<file path="config.mk">
export PLATFORM = sky130hd
export DESIGN_NAME = sebw_device_flat
export DESIGN_NICKNAME = d
export VERILOG_FILES = /design/src/sebw_pkg.sv /design/src/sebw_if.sv /design/src/sebw_device.sv /design/src/sebw_fifo.sv /design/src/flat_wrapper.sv
export SDC_FILE = /design/constraint.sdc
export NUM_CORES = 2
export LEC_CHECK = 0
export ABC_AREA = 1
export BUFFER_PORTS_ARGS = -buffer_cell sky130_fd_sc_hd__buf_4
export CAP_MARGIN = 20
export CORE_MARGIN = 4
export CORE_UTILIZATION = 30
export CTS_BUF_LIST = sky130_fd_sc_hd__clkbuf_8
export CTS_CLUSTER_DIAMETER = 60
export DETAILED_ROUTE_END_ITERATION = 7
export GPL_ROUTABILITY_DRIVEN = 1
export MAX_ROUTING_LAYER = met4
export PLACE_DENSITY = 0.44
export SYNTH_ARGS = -nofsm -noshare
export SYNTH_HDL_FRONTEND = slang
export SYNTH_SLANG_ARGS = --single-unit
</file>
<file path="constraint.sdc">
create_clock -name clk -period 3.3 [get_ports clk]
set_input_delay 0.33 -clock clk [delete_from_list [all_inputs] [get_ports clk]]
set_output_delay 0.33 -clock clk [all_outputs]
set_load 0.005 [all_outputs]
</file>
<file path="src/sebw_pkg.sv">
// sebw_pkg: constants and types shared by both ends of the two-wire memory link
// assumes: 50 MHz system clock on both ends
package sebw_pkg;
  localparam int unsigned CLK_HZ            = 50_000_000;
  // internal_program_time, in microseconds, and its cycle count (longest time: round down)
  localparam int unsigned PROG_TIME_US      = 5000;
  localparam int unsigned PROG_CYCLES       = (CLK_HZ / 1_000_000) * PROG_TIME_US;
  localparam logic [3:0]  DEV_PREFIX        = 4'ha;
  localparam int unsigned PAGE_BITS         = 7;
  localparam int unsigned ADDR_BITS         = 16;
  localparam int unsigned MEM_BYTES         = 65536;
  localparam logic [3:0]  BIT_LAST          = 4'h7;
  localparam logic [3:0]  BIT_ACK           = 4'h8;
  // host bus clock divider: a quarter bit is HALF_DIV+1 system cycles (link period 400 ns)
  localparam logic [7:0]  HALF_DIV          = 8'h04;
  localparam int unsigned FIFO_DEPTH        = 4;

  typedef enum logic [2:0] {
    SEBW_S_IDLE = 3'b000,
    SEBW_S_DEV  = 3'b001,
    SEBW_S_AHI  = 3'b010,
    SEBW_S_ALO  = 3'b011,
    SEBW_S_DATA = 3'b100,
    SEBW_S_READ = 3'b101,
    SEBW_S_SKIP = 3'b110
  } sebw_dev_state_t;

  typedef enum logic [3:0] {
    SEBW_H_IDLE  = 4'b0000,
    SEBW_H_START = 4'b0001,
    SEBW_H_BIT   = 4'b0010,
    SEBW_H_ACK   = 4'b0011,
    SEBW_H_STOP  = 4'b0100,
    SEBW_H_STOP2 = 4'b0101,
    SEBW_H_REC   = 4'b0110,
    SEBW_H_DONE  = 4'b0111
  } sebw_host_state_t;

  // host commands on its user port
  localparam logic [1:0] CMD_BYTE  = 2'h0; // send byte, report ack
  localparam logic [1:0] CMD_START = 2'h1; // start then byte
  localparam logic [1:0] CMD_STOP  = 2'h2; // stop condition
  localparam logic [1:0] CMD_RECOV = 2'h3; // bus recovery sequence
endpackage

</file>
<file path="src/sebw_if.sv">
// sebw_if: the two-wire link between bus controller and memory device
// assumes: testbench resolves the open-drain wires from the output enables
`timescale 1ns/1ps
interface sebw_if;
  logic scl_o;     // controller drives clock low
  logic scl_oe_n;  // low while controller pulls clock low
  logic sda_m_oe_n; // low while controller pulls data low
  logic sda_d_oe_n; // low while device pulls data low
  logic scl;       // resolved clock level
  logic sda;       // resolved data level
  modport host (output scl_o, output scl_oe_n, output sda_m_oe_n, input scl, input sda);
  modport device (output sda_d_oe_n, input scl, input sda);
endinterface

</file>
<file path="src/sebw_device.sv">
// sebw_device: memory device end of the two-wire link, write path and polling
// assumes: bus lines resolved by surroundings; clk much faster than bus clock
`timescale 1ns/1ps
module sebw_device (
  input  wire logic                       clk,
  input  wire logic                       reset,
  sebw_if.device                          bus,
  input  wire logic                       chip_select_strap_0,
  input  wire logic                       chip_select_strap_1,
  input  wire logic                       chip_select_strap_2,
  input  wire logic                       write_protect,
  output logic                            standby,
  output logic                            programming,
  output logic                            wr_valid,
  output logic [sebw_pkg::ADDR_BITS-1:0]  wr_addr,
  output logic [7:0]                      wr_data
);
  typedef struct packed {
    logic [1:0]                    scl_s;
    logic [1:0]                    sda_s;
    logic [2:0]                    cs_s0;  // strap sync, first stage
    logic [2:0]                    cs_s1;  // strap sync, second stage
    logic                          scl_q;
    logic                          sda_q;
    sebw_pkg::sebw_dev_state_t     fsm;
    logic [3:0]                    bitc;
    logic [7:0]                    shreg;
    logic                          ack_pend;
    logic                          sda_low;
    logic [sebw_pkg::ADDR_BITS-1:0] addr;
    logic                          got_data;
    logic [1:0]                    wp_s;   // write-protect sync
    logic [22:0]                   prog_cnt;
    logic                          prog;
    logic                          idle;
  } sebw_dev_st_t;
  sebw_dev_st_t st;
  sebw_dev_st_t next_st;

  logic [7:0] pg_buf [128];           // page latch
  logic [127:0] pg_dirty;
  logic [7:0] array_mem [sebw_pkg::MEM_BYTES]; // 512 pages x 128 bytes
  logic [sebw_pkg::ADDR_BITS-1:0] pg_base;
  logic [7:0] prog_idx;
  logic scl_r;
  logic scl_f;
  logic start_ev;
  logic stop_ev;
  logic buf_we;
  logic fifo_in_ready;
  logic fifo_valid;
  logic [sebw_pkg::ADDR_BITS+7:0] fifo_data;
  logic [2:0] straps;

  assign straps = st.cs_s1;

  // edge and condition detection on synchronised lines
  assign scl_r    = st.scl_s[1] & ~st.scl_q;
  assign scl_f    = ~st.scl_s[1] & st.scl_q;
  assign start_ev = st.scl_s[1] & st.scl_q & st.sda_q & ~st.sda_s[1];
  assign stop_ev  = st.scl_s[1] & st.scl_q & ~st.sda_q & st.sda_s[1];
  assign pg_base  = {st.addr[sebw_pkg::ADDR_BITS-1:sebw_pkg::PAGE_BITS], 7'h00};
  assign buf_we   = scl_f && st.fsm == sebw_pkg::SEBW_S_DATA && st.bitc == sebw_pkg::BIT_ACK
                    && st.ack_pend;

  // next-state logic
  always_comb begin
    next_st = st;
    next_st.scl_s = {st.scl_s[0], bus.scl};
    next_st.sda_s = {st.sda_s[0], bus.sda};
    next_st.scl_q = st.scl_s[1];
    next_st.sda_q = st.sda_s[1];
    next_st.cs_s0 = {chip_select_strap_2, chip_select_strap_1, chip_select_strap_0};
    next_st.cs_s1 = st.cs_s0;
    next_st.wp_s = {st.wp_s[0], write_protect};
    if (st.prog) begin
      // self-timed cycle, bus ignored
      next_st.fsm = sebw_pkg::SEBW_S_IDLE;
      next_st.sda_low = 1'b0;
      if (st.prog_cnt == 23'(sebw_pkg::PROG_CYCLES - 1)) begin
        next_st.prog = 1'b0;
        next_st.idle = 1'b1;
      end else begin
        next_st.prog_cnt = st.prog_cnt + 23'h000001;
      end
    end else if (stop_ev) begin
      next_st.sda_low = 1'b0;
      next_st.fsm = sebw_pkg::SEBW_S_IDLE;
      if (st.got_data && !st.wp_s[1]) begin
        next_st.prog = 1'b1;
        next_st.prog_cnt = '0;
        next_st.idle = 1'b0;
      end else begin
        next_st.idle = 1'b1;
      end
      next_st.got_data = 1'b0;
    end else if (start_ev) begin
      next_st.fsm = sebw_pkg::SEBW_S_DEV;
      next_st.bitc = '0;
      next_st.sda_low = 1'b0;
      next_st.idle = 1'b0;
      next_st.got_data = 1'b0;
    end else if (st.fsm != sebw_pkg::SEBW_S_IDLE) begin
      if (scl_r && st.bitc <= sebw_pkg::BIT_LAST) begin
        next_st.shreg = {st.shreg[6:0], st.sda_s[1]};
        next_st.bitc = st.bitc + 4'h1;
      end
      if (scl_f && st.bitc == sebw_pkg::BIT_ACK) begin
        if (!st.ack_pend) begin
          // ninth clock starts: decide acknowledge
          next_st.ack_pend = 1'b1;
          case (st.fsm)
            sebw_pkg::SEBW_S_DEV: begin
              if (st.shreg[7:4] == sebw_pkg::DEV_PREFIX && st.shreg[3:1] == straps) begin
                next_st.sda_low = 1'b1;
              end else begin
                next_st.fsm = sebw_pkg::SEBW_S_IDLE;
                next_st.idle = 1'b1;
                next_st.ack_pend = 1'b0;
              end
            end
            sebw_pkg::SEBW_S_AHI: begin
              next_st.addr[15:8] = st.shreg;
              next_st.sda_low = 1'b1;
            end
            sebw_pkg::SEBW_S_ALO: begin
              next_st.addr[7:0] = st.shreg;
              next_st.sda_low = 1'b1;
            end
            sebw_pkg::SEBW_S_DATA: begin
              next_st.sda_low = 1'b1;
              next_st.got_data = 1'b1;
            end
            default: next_st.sda_low = 1'b0;
          endcase
        end else begin
          // ninth clock ends: release and advance
          next_st.ack_pend = 1'b0;
          next_st.sda_low = 1'b0;
          next_st.bitc = '0;
          case (st.fsm)
            sebw_pkg::SEBW_S_DEV:
              next_st.fsm = st.shreg[0] ? sebw_pkg::SEBW_S_READ : sebw_pkg::SEBW_S_AHI;
            sebw_pkg::SEBW_S_AHI: next_st.fsm = sebw_pkg::SEBW_S_ALO;
            sebw_pkg::SEBW_S_ALO: next_st.fsm = sebw_pkg::SEBW_S_DATA;
            sebw_pkg::SEBW_S_DATA:
              next_st.addr = {st.addr[15:7], st.addr[6:0] + 7'h01};
            default: next_st.fsm = sebw_pkg::SEBW_S_SKIP;       // read path not served
          endcase
        end
      end
    end
  end

  // registered state, power-up into standby
  always_ff @(posedge clk) begin
    if (reset) begin
      st <= '0;
      st.scl_s <= 2'h3;
      st.sda_s <= 2'h3;
      st.scl_q <= 1'b1;
      st.sda_q <= 1'b1;
      st.idle <= 1'b1;
    end else begin
      st <= next_st;
    end
  end

  // page latch: clear on any start condition, fill per data byte
  always_ff @(posedge clk) begin
    if (reset || start_ev) begin
      pg_dirty <= '0;
    end else if (buf_we) begin
      pg_buf[st.addr[6:0]] <= st.shreg;
      pg_dirty[st.addr[6:0]] <= 1'b1;
    end else if (prog_idx[7] == 1'b0 && st.prog && fifo_in_ready) begin
      pg_dirty[prog_idx[6:0]] <= 1'b0;
    end
  end

  // walk the page latch during programming, one byte per cycle into the queue
  always_ff @(posedge clk) begin
    if (reset || !st.prog) begin
      prog_idx <= '0;
    end else if (prog_idx[7] == 1'b0 && (fifo_in_ready || !pg_dirty[prog_idx[6:0]])) begin
      prog_idx <= prog_idx + 8'h01;
    end
  end

  sebw_fifo #(.WIDTH(sebw_pkg::ADDR_BITS + 8), .DEPTH(sebw_pkg::FIFO_DEPTH)) u_fifo (
    .clk       (clk),
    .reset     (reset),
    .in_valid  (st.prog && !prog_idx[7] && pg_dirty[prog_idx[6:0]]),
    .in_ready  (fifo_in_ready),
    .in_data   ({pg_base | {9'h000, prog_idx[6:0]}, pg_buf[prog_idx[6:0]]}),
    .out_valid (fifo_valid),
    .out_ready (1'b1),
    .out_data  (fifo_data)
  );

  // array commit and write report
  always_ff @(posedge clk) begin
    if (reset) begin
      wr_valid <= 1'b0;
      wr_addr <= '0;
      wr_data <= '0;
    end else begin
      wr_valid <= fifo_valid;
      wr_addr <= fifo_data[23:8];
      wr_data <= fifo_data[7:0];
    end
    if (fifo_valid) array_mem[fifo_data[23:8]] <= fifo_data[7:0];
  end

  assign bus.sda_d_oe_n = ~st.sda_low;
  assign standby = st.idle;
  assign programming = st.prog;
endmodule

</file>
<file path="src/sebw_fifo.sv">
// sebw_fifo: small valid/ready buffer, width and depth as parameters
// assumes: single clock, synchronous active-high reset
`timescale 1ns/1ps
module sebw_fifo #(
  parameter int unsigned WIDTH = 8,
  parameter int unsigned DEPTH = 4
) (
  input  wire logic             clk,
  input  wire logic             reset,
  input  wire logic             in_valid,
  output logic                  in_ready,
  input  wire logic [WIDTH-1:0] in_data,
  output logic                  out_valid,
  input  wire logic             out_ready,
  output logic      [WIDTH-1:0] out_data
);
  localparam int unsigned AW = $clog2(DEPTH);
  typedef struct packed {
    logic [AW-1:0] wp;
    logic [AW-1:0] rp;
    logic [AW:0]   cnt;
  } sebw_fifo_st_t;
  sebw_fifo_st_t st;
  sebw_fifo_st_t next_st;
  logic [WIDTH-1:0] mem [DEPTH];
  logic push;
  logic pop;

  // handshake flags
  assign in_ready  = (st.cnt != (AW+1)'(DEPTH));
  assign out_valid = (st.cnt != '0);
  assign push      = in_valid & in_ready;
  assign pop       = out_valid & out_ready;
  assign out_data  = mem[st.rp];

  // pointer and count update
  always_comb begin
    next_st = st;
    if (push) next_st.wp = st.wp + 1'b1;
    if (pop) next_st.rp = st.rp + 1'b1;
    next_st.cnt = st.cnt + (AW+1)'(push) - (AW+1)'(pop);
  end

  // storage and state
  always_ff @(posedge clk) begin
    if (reset) begin
      st <= '0;
    end else begin
      st <= next_st;
    end
    if (push) mem[st.wp] <= in_data;
  end
endmodule

</file>
<file path="src/flat_wrapper.sv">
// flat-port wrapper written by rule: the top's interface ports become plain ports
module sebw_device_flat 
  (clk, reset, chip_select_strap_0, chip_select_strap_1, chip_select_strap_2, write_protect, standby, programming, wr_valid, wr_addr, wr_data, bus_sda_d_oe_n, bus_scl, bus_sda);
  sebw_if bus_i ();
  input  wire logic clk;
  input  wire logic reset;
  input  wire logic chip_select_strap_0;
  input  wire logic chip_select_strap_1;
  input  wire logic chip_select_strap_2;
  input  wire logic write_protect;
  output logic standby;
  output logic programming;
  output logic wr_valid;
  output logic [sebw_pkg::ADDR_BITS-1:0] wr_addr;
  output logic [7:0] wr_data;
  output wire logic [$bits(bus_i.sda_d_oe_n)-1:0] bus_sda_d_oe_n;
  input wire logic [$bits(bus_i.scl)-1:0] bus_scl;
  input wire logic [$bits(bus_i.sda)-1:0] bus_sda;
  assign bus_sda_d_oe_n = bus_i.sda_d_oe_n;
  assign bus_i.scl = bus_scl;
  assign bus_i.sda = bus_sda;
  sebw_device u_core (.clk(clk), .reset(reset), .bus(bus_i), .chip_select_strap_0(chip_select_strap_0), .chip_select_strap_1(chip_select_strap_1), .chip_select_strap_2(chip_select_strap_2), .write_protect(write_protect), .standby(standby), .programming(programming), .wr_valid(wr_valid), .wr_addr(wr_addr), .wr_data(wr_data));
endmodule
</file>
==> metrics.md <==
| Metric | Value |
|---|---|
| Total negative slack | 0 ns |
| Buffers on Ports | 35 |
| Sequential area share after synthesis | 67.9% |
| Flops & latches, synth | 1368 |
| Buffer and inverter count on the worst path | 4 |
| F_max | 0.325 GHz |
| Post-route DRC violation count | 0 |
| Clk_lat worst skew | 1.01 ns |
| Internal | approximately 26 mW |
| Crit Path Class | reg2reg |
| Layout cell share with drive strength beyond 1 | between 10 and 15% |
| Detailed Routing Iterations Pass 1 | 5 |
| Sequential share of power | 53.8% |
| Syn avg cell area | approximately 11 um^2 |
| Switching Power | 8.23 mW |
| Critical Path Max Stage Delay | 0.40 ns |
| Syn nets | about 5200 |
| Area grow syn2layout | 17.0% |
| Most common cell after layout, fill and taps aside | edfxtp_1 |
| Worst Path Arrival | slightly below 4 ns |
| Worst-margin pin slew | 1.10 ns |
| Worst path top cell family by delay | simple AND/OR/NAND/NOR gates |
| Power per cell area | 522 mW/mm^2 |
| Synth area leaders | edfxtp_1 (59%), dfxtp_1 (8.7%), o21ai_0 (6.3%), nor2_1 (5.8%), nand2_1 (3.3%) |
| Detailed-route via count | 41300 |
| Critical Path, Cell by Cell | buf_12, clkbuf_16, or2_0, nand3_1, nand2_1, o21ai_1, nand2_1, nor2_1, nor2_1, nor2_2, a21oi_4, inv_2, nand2_1, nand2_1, ha_1, fa_1, inv_1, nor2_1 |
| 1st-iter DRT viols | approximately 3400 |
| Clk network pwr share | 42.9% |
| Core Box Area | about 0.19 mm^2 |
| Commonest cells after routing, fill and taps aside | edfxtp_1 (1120), nor2_1 (867), o21ai_0 (712), nand2_1 (495), buf_4 (318) |
| Setup violators final | 0 |
| Hold WC Path Type | in2reg |
| ANT nets after route | 0 |
| Sink Count | 1368 |
| Vias per cell | 5.09 |
| Cells after DPL | 7650 |
| Crit Path Max Fanout | between 40 and 50 |
| Sw frac | 23.7% |
| Max-cap violation count | 0 |
| Vias in the first global route | 40400 |
| Worst path required time | about 4.1 ns |
| Part of the cycle the worst path needs | 93.1% |
| H-tree depth | 4 |
| Placer Congestion | 0.857 |
| Die height | 443 um |
| Cell count after synthesis | 5161 |
| Clk slew on worst S/H paths | 0.06 ns |
| DP Wirelength | 112000 um |
| Layout Nets | 5427 |
| Initial antenna violation count | 4 |
| Root buf cell | clkbuf_8 |
| Most frequent CP cell | nand2_1 |
| I/O pin count | 36 |
| Status | finished, final reports clean |
| Netlist cell types | 48 |
| Mapped Area | 0.0568 mm^2 |
| Hold slack final | 0.345 ns |
| Worst path slowest cell | dfxtp_4 |
| Max Root-Sink Buffers | 3 |
| Setup Skew | 0.0815 ns |
| Post-synth EDFFs | 1120 |
| Row Count | 159 |
| Global-route wire length before repair | 274000 um |
| Design area | between 0.06 and 0.07 mm^2 |
| Tot GR Track Use | between 10% and 20% |
| Ys async rst share | 0% |
| Combinational share of power | between 3 and 4% |
| Leak | around 25 nW |
| Placed cell areas | 0.0617 mm^2 |
| Number of CTS-inserted buffers | 235 |
| Critical path launch point type | flop |
| Routed Wire Length | 185000 um |
| Fill cells | ~19000 |
| Worst relative slew slack | 26.3% |
| Largest net degree at the start of global routing | 133 |
| Final std cells w/o fill | 8118 |
| Synth Warn # | 0 |
| Min Tclk post-route | 3.07 ns |
| Post-synth top area share | 59.2% |
| Final Hold Fails | 0 |
| Slew Viols, Final | 0 |
| Peak supply drop | 422 uV |
| Die X | 443 um |
| RSZ-0062 raised after global routing | no |
| CP Capture Type | flop |
| Starting Density | ~30% |
| Die area | 0.196 mm^2 |
| Gr ovfl total | 0 |
| DR WL/cell | 22.8 um |
| Synth Flop Type | edfxtp_1 |
| CTS tree | built |
| Fin util | 35.4% |
| Cell taking the most area after synthesis | edfxtp_1 |
## flip-flops by register name, summed over array words and instances, names as in the netlist, named ones only
signal	flops
u_core.st	51
u_core.next_st	8
u_core.u_fifo.st	7
u_core.wr_data	8
u_core.prog_idx	8
u_core.pg_dirty	128
u_core.straps	3
u_core.u_fifo.mem	96
u_core.pg_base	9
u_core.wr_valid	1
u_core.programming	1
u_core.standby	1
u_core.pg_buf	1024
u_core.wr_addr	16
## cell families (layout without fill, tap and decap cells)
logic type | Yosys count | count (layout) | share of synthesized area (%)
AOI/OAI and AO/OA | 1381 | 1381 | 14.1
xor gates and xnor gates | 19 | 19 | 0.293
adders and majority gates | 11 | 11 | 0.255
buffers and inverters | 563 | 1019 | 4.15
DFF | 1368 | 1368 | 67.9
other | 0 | 6 | 0
and+or+nand+nor | 1819 | 1819 | 13.3
## final timing paths
check / from / to / slack (ns) / cells after the start
worst max-delay path: u_core.prog_idx[0] / u_core.u_fifo.st[1] / 0.23 / 18
worst max register to register: u_core.prog_idx[0] / u_core.u_fifo.st[1] / 0.23 / 18
worst min register to register: u_core.next_st[63] / u_core.straps[0] / 0.40 / 2
worst min-delay path: reset / u_core.st[59] / 0.35 / 5
## cell usage after synthesis, types with 15 or more instances
| master | instances |
|---|---|
| edfxtp_1 | 1120 |
| nor2_1 | 872 |
| o21ai_0 | 712 |
| nand2_1 | 497 |
| o22ai_1 | 256 |
| clkbuf_1 | 252 |
| dfxtp_1 | 248 |
| nand3_1 | 211 |
| inv_1 | 182 |
| nor3_1 | 138 |
| a21oi_1 | 94 |
| a31oi_1 | 83 |
| a211oi_1 | 65 |
| buf_2 | 63 |
| o221ai_1 | 48 |
| o211ai_1 | 44 |
| a221oi_1 | 31 |
| buf_4 | 26 |
| o21ai_1 | 26 |
| or2_2 | 25 |
| nor4_1 | 18 |
| a311oi_1 | 16 |
| xor2_1 | 16 |
| nand4_1 | 15 |
## stage by stage
stage,power [mW],setup WS [ns]
5_1_grt,36.1,0.0115
3_5_place_dp,20.2,0.119
6_report,34.7,0.228
4_1_cts,35.2,0.0541
2_1_floorplan,19.7,0.166
3_3_place_gp,20.2,0.141
## worst min-delay path, cell delays in order
cell	delay, ns
dlygate4sd3_1	0.52
buf_4	0.11
nor2_1	0.11
nand2_1	0.13
nor2_1	0.05
## repair_timing
| action | CTS | global route |
|---|---|---|
| setup endpoints to repair | 0 | 2 |
| resized for setup | 0 | 5 |
| buffers inserted | 0 | 2 |
| hold buffers | 13 | 0 |
| endpoints found under the hold margin | 43 | 0 |
## layout make-up
class                   instances  area (um^2)  share of cell area [%]
flip-flops and latches       1368        38600                    58.1
multi-input cells            3230        16000                    24.1
clock buffers                 245         3370                    5.07
repair buffers                372         3350                    5.04
well taps                    2495         3120                    4.70
clock inverters               201         1170                    1.75
inverters                     201          781                    1.17
diodes                          6         15.0                  0.0226
## power groups by stage
| stage | Sequential [mW] | Combinational (mW) | Clock (mW) |
|---|---|---|---|
| floorplan | 19.0 | 0.645 | 0 |
| global placement | 19.0 | 1.21 | 0 |
| detailed placement | 19.0 | 1.20 | 0 |
| CTS | 18.7 | 1.21 | 15.4 |
| global route | 18.7 | 1.31 | 16.1 |
| finish | 18.7 | 1.17 | 14.9 |
## per-layer routing
metal  wire length, um  global-route usage, %  vias up  share of wire [%]
met5                 0                      -        -                  0
met4              4790                   5.49        0                2.6
li1                  -                      -    19300                  -
met3              8780                   2.59      303                4.7
met2             86200                   29.6     1085                 47
met1             85500                   25.7    20600                 46
Power figures use the tool's default switching activity.
